--- config.mk ---
export PLATFORM = sky130hd
export DESIGN_NAME = acsc_top
export DESIGN_NICKNAME = d
export VERILOG_FILES = /design/src/common/acsc_pkg.sv /design/src/design/acsc_sync3.sv /design/src/design/acsc_clk_gate.sv /design/src/design/acsc_top.sv
export VERILOG_INCLUDE_DIRS = /design/src /design/src/common
export SDC_FILE = /design/constraint.sdc
export NUM_CORES = 1
export LEC_CHECK = 0
export ABC_AREA = 0
export BUFFER_PORTS_ARGS = -buffer_cell sky130_fd_sc_hd__buf_2
export CAP_MARGIN = 20
export CORE_MARGIN = 10
export CORE_UTILIZATION = 45
export DETAILED_ROUTE_END_ITERATION = 8
export HOLD_SLACK_MARGIN = 0.06
export PLACE_DENSITY = 0.71
export SYNTH_ARGS = -nofsm -noshare
export SYNTH_HDL_FRONTEND = slang
export SYNTH_SLANG_ARGS = --single-unit
--- constraint.sdc ---
create_clock -name clk -period 8.8 [get_ports clk]
set_input_delay 0.88 -clock clk [delete_from_list [all_inputs] [get_ports clk]]
set_output_delay 0.88 -clock clk [all_outputs]
set_load 0.01 [all_outputs]
--- src/common/acsc_params.svh ---
// Offsets, field positions, reset values and counts of the clock select block
`ifndef ACSC_PARAMS_SVH
`define ACSC_PARAMS_SVH

// ==========================================================
// Register offsets
`define ACSC_OFS_CTRL0 8'h00
`define ACSC_OFS_CTRL1 8'h04
`define ACSC_OFS_ADC 8'h08
`define ACSC_OFS_STATUS 8'h0C

// ==========================================================
// Field positions
`define ACSC_CTRL0_PLL_PD 0
`define ACSC_CTRL0_MCLK_EN 1
`define ACSC_CTRL0_REF_LO 2
`define ACSC_CTRL0_REF_HI 4
`define ACSC_CTRL1_DIRECT 0
`define ACSC_ADC_RATE_LO 0
`define ACSC_ADC_RATE_HI 1
`define ACSC_ADC_HPF 2
`define ACSC_ADC_TDM 3
`define ACSC_ST_LOCK 0
`define ACSC_ST_INIT 1
`define ACSC_ST_DIRECT 2
`define ACSC_ST_ALONE 3
`define ACSC_ST_RATIO_LO 4
`define ACSC_ST_RATIO_HI 13
`define ACSC_ST_TDMCH_LO 14
`define ACSC_ST_TDMCH_HI 18

// ==========================================================
// Reset values
`define ACSC_RST_PLL_PD 1'b0
`define ACSC_RST_MCLK_EN 1'b0
`define ACSC_RST_REF 3'h0
`define ACSC_RST_DIRECT 1'b0
`define ACSC_RST_RATE 2'h0
`define ACSC_RST_HPF 1'b0
`define ACSC_RST_TDM 1'b0

// ==========================================================
// Multiples, counts and ratios
`define ACSC_MULT_256 10'h100
`define ACSC_MULT_384 10'h180
`define ACSC_MULT_512 10'h200
`define ACSC_MULT_768 10'h300
`define ACSC_CONV_PER_REF 26'h0000100
`define ACSC_LOCK_EDGES 5'h10
`define ACSC_INIT_MCLK_EDGES 9'h100
`define ACSC_CONV_PER_MOD 2'h2
`define ACSC_OSR 9'h080
`define ACSC_CONV_PER_SAMPLE 9'h100
`define ACSC_TDM_MAX_CH 5'h10
`define ACSC_STRAP_WAIT 3'h4

`endif

--- src/common/acsc_pkg.sv ---
// Types shared by the clock select block
package acsc_pkg;
    // ==========================================================
    // Rate modes and loop references
    typedef enum logic [1:0] {
        rate_48k,
        rate_96k,
        rate_192k
    } acsc_rate_type;

    typedef enum logic [2:0] {
        ref_mclk_256,
        ref_mclk_384,
        ref_mclk_512,
        ref_mclk_768,
        ref_frame,
        ref_aux_frame
    } acsc_ref_type;
endpackage

--- src/design/acsc_sync3.sv ---
// Three-stage pin synchroniser with agreement filter
`timescale 1ns/1ps
`default_nettype none
module acsc_sync3 (
    input wire logic clk,
    input wire logic sys_rst,
    input wire logic pin_in,
    output logic pin_q
);
    logic s1_q;
    logic s2_q;
    logic s3_q;

    // ==========================================================
    // Chain; first stage feeds only the second
    always_ff @(posedge clk or posedge sys_rst) begin
        if (sys_rst) begin
            s1_q <= 1'b0;
            s2_q <= 1'b0;
            s3_q <= 1'b0;
        end else begin
            s1_q <= pin_in;
            s2_q <= s1_q;
            s3_q <= s2_q;
        end
    end

    // Change counts once stages two and three agree
    always_ff @(posedge clk or posedge sys_rst) begin
        if (sys_rst) begin
            pin_q <= 1'b0;
        end else if (s2_q == s3_q) begin
            pin_q <= s3_q;
        end
    end
endmodule
`default_nettype wire

--- src/design/acsc_clk_gate.sv ---
// Glitch-free gate and source select for the converter clock tick
`timescale 1ns/1ps
`default_nettype none
module acsc_clk_gate (
    input wire logic clk,
    input wire logic sys_rst,
    input wire logic loop_tick,
    input wire logic direct_tick,
    input wire logic want_direct,
    input wire logic want_enable,
    output logic conv_tick,
    output logic direct_active
);
    logic en_q;

    // ==========================================================
    // Select and enable move only between ticks, so no partial tick escapes
    always_ff @(posedge clk or posedge sys_rst) begin
        if (sys_rst) begin
            en_q <= 1'b0;
            direct_active <= 1'b0;
        end else if (!loop_tick && !direct_tick) begin
            en_q <= want_enable;
            direct_active <= want_direct;
        end
    end

    always_ff @(posedge clk or posedge sys_rst) begin
        if (sys_rst) begin
            conv_tick <= 1'b0;
        end else begin
            conv_tick <= en_q & (direct_active ? direct_tick : loop_tick);
        end
    end
endmodule
`default_nettype wire

--- src/design/acsc_top.sv ---
// Converter clock select, loop model, gating, APB registers and pin roles
//
// What this block does
// - Loop reference: frame, aux frame, or mclk multiples
// - Power-up default reference is mclk times 256
// - 96 kHz mode halves the effective ratio
// - 192 kHz mode quarters the effective ratio
// - Converters run from a 256 fs clock
// - Direct option bypasses loop with 512 fs mclk
// - Direct bypass never used in 192 kHz mode
// - Loop power-down bit stops the loop
// - Internal clock enable gates the converter clock
// - Reset leaves clock disabled until host or standalone strap enables
// - Selectable high-pass filter, cutoff tracks rate
// - Decimation oversampling ratio is 128 always
// - Rate modes of 48, 96 and 192 kHz
// - Stereo: two data pins, shared frame clocks
// - TDM carries up to 16 channels
// - Second data pin: pair two out, TDM in
// - First data pin: pair one or TDM stream
// - Standalone forces clock enable to one
// - Init of 256 mclk cycles after lock or direct source active
`include "acsc_params.svh"
`timescale 1ns/1ps
`default_nettype none
module acsc_top (
    input wire logic clk,
    input wire logic sys_rst,
    input wire logic [7:0] paddr,
    input wire logic psel,
    input wire logic penable,
    input wire logic pwrite,
    input wire logic [31:0] pwdata,
    output logic [31:0] prdata,
    output logic pready,
    output logic pslverr,
    input wire logic master_clock_in,
    output logic master_clock_out,
    input wire logic conv_frame_clock,
    input wire logic aux_frame_clock_pin,
    input wire logic ctrl_data_in,
    input wire logic ctrl_clock,
    input wire logic ctrl_latch,
    input wire logic pair1_bit,
    input wire logic pair2_bit,
    input wire logic tdm_stream_bit,
    output logic serial_out_first,
    output logic serial_out_second_out,
    output logic serial_out_second_oe,
    input wire logic serial_out_second_in,
    output logic tdm_chain_bit,
    output logic conv_tick,
    output logic mod_tick,
    output logic sample_tick,
    output logic hpf_enable,
    output logic init_done,
    output acsc_pkg::acsc_rate_type rate_mode
);
    import acsc_pkg::*;

    // ==========================================================
    // Pin synchronisers
    localparam int NPIN = 7;
    logic [NPIN-1:0] pin_raw;
    logic [NPIN-1:0] pin_q;
    assign pin_raw = {serial_out_second_in, ctrl_latch, ctrl_clock, ctrl_data_in,
                      aux_frame_clock_pin, conv_frame_clock, master_clock_in};
    genvar gi;
    generate
        for (gi = 0; gi < NPIN; gi = gi + 1) begin : g_sync
            acsc_sync3 u_sync (
                .clk(clk),
                .sys_rst(sys_rst),
                .pin_in(pin_raw[gi]),
                .pin_q(pin_q[gi])
            );
        end
    endgenerate

    logic [2:0] prev_q;
    logic mclk_edge;
    logic frame_edge;
    logic aux_edge;
    always_ff @(posedge clk or posedge sys_rst) begin
        if (sys_rst) begin
            prev_q <= 3'h0;
        end else begin
            prev_q <= pin_q[2:0];
        end
    end
    assign mclk_edge = pin_q[0] & ~prev_q[0];
    assign frame_edge = pin_q[1] & ~prev_q[1];
    assign aux_edge = pin_q[2] & ~prev_q[2];

    // ==========================================================
    // Registers
    logic pll_pd_q;
    logic mclk_en_q;
    acsc_ref_type ref_sel_q;
    logic direct_sel_q;
    acsc_rate_type rate_q;
    logic hpf_q;
    logic tdm_q;
    logic strap_done_q;
    logic standalone_q;
    logic [2:0] strap_wait_q;
    logic locked_q;
    logic direct_active;
    logic [9:0] eff_ratio_q;
    logic apb_wr;
    logic strap_set;
    assign apb_wr = psel & penable & pready & pwrite & ~pslverr & ~standalone_q;

    // Straps caught a few cycles after release, once synchronisers settle
    always_ff @(posedge clk or posedge sys_rst) begin
        if (sys_rst) begin
            strap_wait_q <= 3'h0;
            strap_done_q <= 1'b0;
            standalone_q <= 1'b0;
        end else if (!strap_done_q) begin
            if (strap_wait_q == `ACSC_STRAP_WAIT) begin
                strap_done_q <= 1'b1;
                standalone_q <= ~pin_q[3] & ~pin_q[4] & ~pin_q[5];
            end else begin
                strap_wait_q <= strap_wait_q + 3'h1;
            end
        end
    end
    assign strap_set = ~strap_done_q & (strap_wait_q == `ACSC_STRAP_WAIT) &
                       ~pin_q[3] & ~pin_q[4] & ~pin_q[5];

    always_ff @(posedge clk or posedge sys_rst) begin
        if (sys_rst) begin
            pll_pd_q <= `ACSC_RST_PLL_PD;
            mclk_en_q <= `ACSC_RST_MCLK_EN;
            ref_sel_q <= acsc_ref_type'(`ACSC_RST_REF);
        end else if (strap_set) begin
            mclk_en_q <= 1'b1;
        end else if (apb_wr && paddr == `ACSC_OFS_CTRL0) begin
            pll_pd_q <= pwdata[`ACSC_CTRL0_PLL_PD];
            mclk_en_q <= pwdata[`ACSC_CTRL0_MCLK_EN];
            // Unused reference codes keep the old choice
            if (pwdata[`ACSC_CTRL0_REF_HI:`ACSC_CTRL0_REF_LO] <= 3'h5) begin
                ref_sel_q <= acsc_ref_type'(pwdata[`ACSC_CTRL0_REF_HI:`ACSC_CTRL0_REF_LO]);
            end
        end
    end

    always_ff @(posedge clk or posedge sys_rst) begin
        if (sys_rst) begin
            direct_sel_q <= `ACSC_RST_DIRECT;
        end else if (apb_wr && paddr == `ACSC_OFS_CTRL1) begin
            direct_sel_q <= pwdata[`ACSC_CTRL1_DIRECT];
        end
    end

    always_ff @(posedge clk or posedge sys_rst) begin
        if (sys_rst) begin
            rate_q <= acsc_rate_type'(`ACSC_RST_RATE);
            hpf_q <= `ACSC_RST_HPF;
            tdm_q <= `ACSC_RST_TDM;
        end else if (apb_wr && paddr == `ACSC_OFS_ADC) begin
            if (pwdata[`ACSC_ADC_RATE_HI:`ACSC_ADC_RATE_LO] != 2'h3) begin
                rate_q <= acsc_rate_type'(pwdata[`ACSC_ADC_RATE_HI:`ACSC_ADC_RATE_LO]);
            end
            hpf_q <= pwdata[`ACSC_ADC_HPF];
            tdm_q <= pwdata[`ACSC_ADC_TDM];
        end
    end

    // ==========================================================
    // APB slave, one wait-free access phase
    logic hit;
    assign hit = (paddr == `ACSC_OFS_CTRL0) || (paddr == `ACSC_OFS_CTRL1) ||
                 (paddr == `ACSC_OFS_ADC) || (paddr == `ACSC_OFS_STATUS);
    always_ff @(posedge clk or posedge sys_rst) begin
        if (sys_rst) begin
            pready <= 1'b0;
            pslverr <= 1'b0;
            prdata <= 32'h00000000;
        end else begin
            pready <= psel & ~penable;
            pslverr <= psel & ~penable & ~hit;
            prdata <= 32'h00000000;
            if (psel && !penable && !pwrite) begin
                if (paddr == `ACSC_OFS_CTRL0) begin
                    prdata[`ACSC_CTRL0_PLL_PD] <= pll_pd_q;
                    prdata[`ACSC_CTRL0_MCLK_EN] <= mclk_en_q;
                    prdata[`ACSC_CTRL0_REF_HI:`ACSC_CTRL0_REF_LO] <= ref_sel_q;
                end else if (paddr == `ACSC_OFS_CTRL1) begin
                    prdata[`ACSC_CTRL1_DIRECT] <= direct_sel_q;
                end else if (paddr == `ACSC_OFS_ADC) begin
                    prdata[`ACSC_ADC_RATE_HI:`ACSC_ADC_RATE_LO] <= rate_q;
                    prdata[`ACSC_ADC_HPF] <= hpf_q;
                    prdata[`ACSC_ADC_TDM] <= tdm_q;
                end else if (paddr == `ACSC_OFS_STATUS) begin
                    prdata[`ACSC_ST_LOCK] <= locked_q;
                    prdata[`ACSC_ST_INIT] <= init_done;
                    prdata[`ACSC_ST_DIRECT] <= direct_active;
                    prdata[`ACSC_ST_ALONE] <= standalone_q;
                    prdata[`ACSC_ST_RATIO_HI:`ACSC_ST_RATIO_LO] <= eff_ratio_q;
                    prdata[`ACSC_ST_TDMCH_HI:`ACSC_ST_TDMCH_LO] <= `ACSC_TDM_MAX_CH;
                end
            end
        end
    end

    // ==========================================================
    // Effective ratio: master clock stays fixed as the rate rises
    logic [9:0] mult;
    logic ref_is_mclk;
    logic ref_edge;
    always_comb begin
        case (ref_sel_q)
            ref_mclk_384: mult = `ACSC_MULT_384;
            ref_mclk_512: mult = `ACSC_MULT_512;
            ref_mclk_768: mult = `ACSC_MULT_768;
            default: mult = `ACSC_MULT_256;
        endcase
    end
    assign ref_is_mclk = (ref_sel_q != ref_frame) && (ref_sel_q != ref_aux_frame);
    assign ref_edge = ref_is_mclk ? mclk_edge :
                      (ref_sel_q == ref_frame) ? frame_edge : aux_edge;

    always_ff @(posedge clk or posedge sys_rst) begin
        if (sys_rst) begin
            eff_ratio_q <= `ACSC_MULT_256;
        end else if (rate_q == rate_192k) begin
            eff_ratio_q <= mult >> 2;
        end else if (rate_q == rate_96k) begin
            eff_ratio_q <= mult >> 1;
        end else begin
            eff_ratio_q <= mult;
        end
    end

    // ==========================================================
    // Loop model: measure reference period, spread 256 ticks per frame
    logic [15:0] cnt_q;
    logic [15:0] period_q;
    logic [4:0] lock_cnt_q;
    logic [25:0] acc_q;
    logic [25:0] den;
    logic [25:0] acc_next;
    logic loop_tick;
    logic mode_chg;
    acsc_ref_type ref_prev_q;
    acsc_rate_type rate_prev_q;
    assign mode_chg = (ref_prev_q != ref_sel_q) || (rate_prev_q != rate_q);
    assign den = ref_is_mclk ? 26'(eff_ratio_q) * 26'(period_q) : {10'h000, period_q};
    assign acc_next = acc_q + `ACSC_CONV_PER_REF;
    assign loop_tick = locked_q && (acc_next >= den);

    always_ff @(posedge clk or posedge sys_rst) begin
        if (sys_rst) begin
            ref_prev_q <= acsc_ref_type'(`ACSC_RST_REF);
            rate_prev_q <= acsc_rate_type'(`ACSC_RST_RATE);
        end else begin
            ref_prev_q <= ref_sel_q;
            rate_prev_q <= rate_q;
        end
    end

    // Mode change drops lock; host is expected to cycle power-down too
    always_ff @(posedge clk or posedge sys_rst) begin
        if (sys_rst) begin
            cnt_q <= 16'h0000;
            period_q <= 16'h0000;
            lock_cnt_q <= 5'h00;
            locked_q <= 1'b0;
        end else if (pll_pd_q || mode_chg) begin
            cnt_q <= 16'h0000;
            lock_cnt_q <= 5'h00;
            locked_q <= 1'b0;
        end else if (ref_edge) begin
            cnt_q <= 16'h0000;
            period_q <= cnt_q + 16'h0001;
            if (lock_cnt_q == `ACSC_LOCK_EDGES) begin
                locked_q <= 1'b1;
            end else begin
                lock_cnt_q <= lock_cnt_q + 5'h01;
            end
        end else if (cnt_q != 16'hFFFF) begin
            cnt_q <= cnt_q + 16'h0001;
        end
    end

    always_ff @(posedge clk or posedge sys_rst) begin
        if (sys_rst) begin
            acc_q <= 26'h0000000;
        end else if (!locked_q) begin
            acc_q <= 26'h0000000;
        end else if (loop_tick) begin
            acc_q <= acc_next - den;
        end else begin
            acc_q <= acc_next;
        end
    end

    // ==========================================================
    // Direct 512 fs path: halve in 48 kHz, pass in 96 kHz
    logic div_q;
    logic direct_tick;
    logic want_direct;
    assign want_direct = direct_sel_q && (rate_q != rate_192k);
    assign direct_tick = mclk_edge && (rate_q == rate_96k || div_q) &&
                         (rate_q != rate_192k);
    always_ff @(posedge clk or posedge sys_rst) begin
        if (sys_rst) begin
            div_q <= 1'b0;
        end else if (mclk_edge) begin
            div_q <= ~div_q;
        end
    end

    logic gate_tick;
    acsc_clk_gate u_gate (
        .clk(clk),
        .sys_rst(sys_rst),
        .loop_tick(loop_tick),
        .direct_tick(direct_tick),
        .want_direct(want_direct),
        .want_enable(mclk_en_q),
        .conv_tick(gate_tick),
        .direct_active(direct_active)
    );

    // ==========================================================
    // Initialisation after clock ready, then converter strobes
    logic clk_ready;
    logic [7:0] init_cnt_q;
    logic [0:0] mod_cnt_q;
    logic [7:0] smp_cnt_q;
    assign clk_ready = strap_done_q && (direct_active || locked_q);
    always_ff @(posedge clk or posedge sys_rst) begin
        if (sys_rst) begin
            init_cnt_q <= 8'h00;
            init_done <= 1'b0;
        end else if (!clk_ready) begin
            init_cnt_q <= 8'h00;
            init_done <= 1'b0;
        end else if (mclk_edge && !init_done) begin
            init_cnt_q <= init_cnt_q + 8'h01;
            init_done <= (9'(init_cnt_q) == `ACSC_INIT_MCLK_EDGES - 9'h001);
        end
    end

    // Modulator at 128 fs, half the 256 fs converter clock
    always_ff @(posedge clk or posedge sys_rst) begin
        if (sys_rst) begin
            conv_tick <= 1'b0;
            mod_tick <= 1'b0;
            sample_tick <= 1'b0;
            mod_cnt_q <= 1'b0;
            smp_cnt_q <= 8'h00;
        end else begin
            conv_tick <= gate_tick & init_done;
            mod_tick <= 1'b0;
            sample_tick <= 1'b0;
            if (gate_tick && init_done) begin
                mod_cnt_q <= mod_cnt_q + 1'b1;
                smp_cnt_q <= smp_cnt_q + 8'h01;
                mod_tick <= mod_cnt_q;
                sample_tick <= (9'(smp_cnt_q) == `ACSC_CONV_PER_SAMPLE - 9'h001);
            end
        end
    end

    // ==========================================================
    // Pin roles and plain outputs
    always_ff @(posedge clk or posedge sys_rst) begin
        if (sys_rst) begin
            serial_out_first <= 1'b0;
            serial_out_second_out <= 1'b0;
            serial_out_second_oe <= 1'b1;
            tdm_chain_bit <= 1'b0;
            master_clock_out <= 1'b0;
            hpf_enable <= `ACSC_RST_HPF;
            rate_mode <= rate_48k;
        end else begin
            serial_out_first <= tdm_q ? tdm_stream_bit : pair1_bit;
            serial_out_second_out <= tdm_q ? 1'b0 : pair2_bit;
            serial_out_second_oe <= ~tdm_q;
            tdm_chain_bit <= tdm_q & pin_q[6];
            master_clock_out <= pin_q[0];
            hpf_enable <= hpf_q;
            rate_mode <= rate_q;
        end
    end
endmodule
`default_nettype wire

==> results_dict.tcl <==
set metrics [dict create \
    status "finished clean" \
    reg2reg_to "acc_q[21]$_DFF_PP0_" \
    via_per_inst 5.16 \
    clk_pin_slew_ns 0.07 \
    ys_seq_area_frac 0.362 \
    rrSetupSlack_ns 1.33 \
    grt_setup_unrepaired "false" \
    cts_root_buf "clkbuf_16" \
    cts_setup_buffers 0 \
    min_period_over_period 0.849 \
    htreeDepth 4 \
    firstDrtPassIters 5 \
    nNetsFinal 1411 \
    critPathLaunchType "flop" \
    portBuffers 52 \
    crit_start "eff_ratio_q[8]$_DFF_PP1_" \
    synth_xor_area_frac 0.0684 \
    first_iter_violations 440 \
    diodes 0 \
    drv_slew 0 \
    wire_per_inst_um 14.9 \
    clk_latency_ns 0.43 \
    max_freq_ghz 0.134 \
    drc 0 \
    dp_slack_ns 1.37 \
    dieHeight_um 178 \
    worst_slack_ns 1.33 \
    critPathSlowestCell "dfstp_2" \
    vias 7969 \
    grt_pass1_vias 8309 \
    synth_simple_gate_area_share 0.186 \
    async_reset_ff_frac 1.00 \
    worstHoldStart "g_sync[5].u_sync.s1_q$_DFF_PP0_" \
    hold_class "reg -> reg" \
    mappedNetlistArea_um2 11300 \
    synth_seq_cells 163 \
    cts_made_buffers 17 \
    cts_tree "built" \
    whs_ns 0.350 \
    crit_path_end_kind "flop" \
    dp_hpwl_mm 17.2 \
    synth_edf_count 0 \
    syn_area_per_cell_um2 9.69 \
    finalWirelength_mm 23.0 \
    grt_usage 0.150 \
    grt_first_pass_wirelength_mm 39.5 \
    crit_path_max_fanout 38 \
    design.core.area_um2 24500 \
    worstPathRequired_ns 9.16 \
    areaGrowthSynthToFinish_pct 9.91 \
    yosysUniqueCellTypes 75 \
    final_cells 1543 \
    fill_cells 2218 \
    grt-ovfl-total 0 \
    min_path_cells 0 \
    place_inst 1510 \
    syn-instance-count 1163 \
    cts_resized 0 \
    yosysWarnings 0 \
    ys.flop_type "dfrtp_1" \
    start_util 0.461 \
    ant_nets 0 \
    path_common_cell "ha_1" \
    cts.path.max_buffers 2 \
    layout-drive-gt1-share 0.0968 \
    setup_viol 0 \
    grt_max_degree 97 \
    final-hold-violation-count 0 \
    ioPinCount 101 \
    max-vdd-ir-drop_v 0.000491 \
    synth_top_family_by_area "adder cells" \
    cts_sinks 163 \
    synth_compound_area_frac 0.0946 \
    ctsHoldBuffers 0 \
    place.gp.congestion 0.860 \
    power.leakage_uw 0.00629 \
    relSlewSlack 0.354 \
    tightest_slew_ns 0.969 \
    slowest_delay_ns 0.72 \
    mostFrequentLayoutCell "dfrtp_1" \
    synthMuxAreaShare 0.0294 \
    reg2reg_from "eff_ratio_q[8]$_DFF_PP1_" \
    fin_worst_skew_ns 0.0104 \
    mostFrequentLayoutCells "dfrtp_1 (161), ha_1 (106), nand2_1 (99)" \
    hold_end "g_sync[5].u_sync.s2_q$_DFF_PP0_" \
    critical_path_class "reg -> reg" \
    ff2ff_path_depth 25 \
    die_w_um 178 \
    die_area_um2 31800 \
    critPathArrivalTime_ns 7.83 \
    antenna_found_initial 0 \
    yosys.area_share.adder 0.202 \
    p_per_area_nw_per_um2 309 \
    period_needed_ns 7.47 \
    rows 57 \
    tns_ns 0 \
    maxCapViolCount 0 \
]
-- logic make-up after synthesis --
| group | Yosys count |
|---|---|
| xor gates and xnor gates | 88 |
| muxes | 31 |
| adders and majority gates | 157 |
| and+or+nand+nor | 403 |
| buffers and inverters | 146 |
| other | 1 |
| DFF | 163 |
| AOI/OAI and AO/OA | 174 |
-- stage by stage --
step | power [µW] | instance area, µm² | util
6_report | 3830 | 12400 | 0.507
2_1_floorplan | 2790 | 11300 | -
3_5_place_dp | 3060 | 11700 | 0.480
4_1_cts | 3850 | 12400 | 0.506
3_3_place_gp | 3020 | 11700 | 0.480
5_1_grt | 4140 | 12400 | 0.507
-- cell usage after synthesis (24+ instances only) --
cell | number | area (µm²)
ha_1 | 106 | 1330
xor2_1 | 31 | 272
nor2b_1 | 26 | 163
inv_1 | 94 | 353
xnor2_1 | 57 | 499
nor2_1 | 72 | 270
buf_4 | 24 | 180
and2_1 | 84 | 526
a21oi_1 | 66 | 330
dfrtp_1 | 161 | 4030
o21ai_0 | 45 | 225
nand3_1 | 31 | 155
fa_1 | 44 | 881
nand2_1 | 99 | 372
-- worst max-delay path by stage --
stage	to	slack [ns]	depth (start not counted)
after global placement	acc_q[11]$_DFF_PP0_	1.48	26
after CTS	u_gate.en_q$_DFFE_PP0P_	1.31	26
final	acc_q[21]$_DFF_PP0_	1.33	25
after floorplan	u_gate.en_q$_DFFE_PP0P_	1.93	27
after global routing	acc_q[21]$_DFF_PP0_	0.88	25
after detailed placement	acc_q[11]$_DFF_PP0_	1.37	26
-- where the power goes --
group | leakage [µW] | internal, µW | switching [µW]
Combinational | 0.00384 | 918 | 1230
Sequential | 0.00215 | 823 | 75.9
Clock | 0.000307 | 416 | 367
Total | 0.00629 | 2160 | 1680
-- flip-flops by register name, indices dropped and copies added, names as in the netlist, 3 cells and up --
register	cells
prdata	11
g_sync.u_sync.s2_q	7
init_cnt_q	8
cnt_q	16
g_sync.u_sync.s3_q	7
lock_cnt_q	5
period_q	16
acc_q	26
smp_cnt_q	8
g_sync.u_sync.s1_q	7
g_sync.u_sync.pin_q	7
ref_prev_q	3
strap_wait_q	3
ref_sel_q	3
prev_q	3
eff_ratio_q	5
-- layer usage --
metal	share of wire	wire (µm)	GRT usage
met1	0.46	10600	0.188
met4	0.015	337	0.0379
met3	0.036	822	0.0345
met5	0	0	0
met2	0.49	11300	0.257
-- final cells by class --
class | instances | area, µm² | area share
inverters | 94 | 358 | 0.0289
multi-input cells | 874 | 6620 | 0.534
clock buffers | 17 | 425 | 0.0343
flip-flops and latches | 163 | 4080 | 0.329
repair buffers | 56 | 298 | 0.0240
well taps | 324 | 405 | 0.0327
clock inverters | 15 | 208 | 0.0168
-- critical path, delay by kind of cell, from the launching register on --
kind                     cells  cell delay, ns
AND/OR/NAND/NOR              6            1.69
buffers and inverters        3            0.38
flip-flops                   1            0.72
adder cells (fa/ha/maj)      7            2.92
AO/OA/AOI/OAI                9            1.67
No activity file was read; power rests on OpenSTA's default activity.
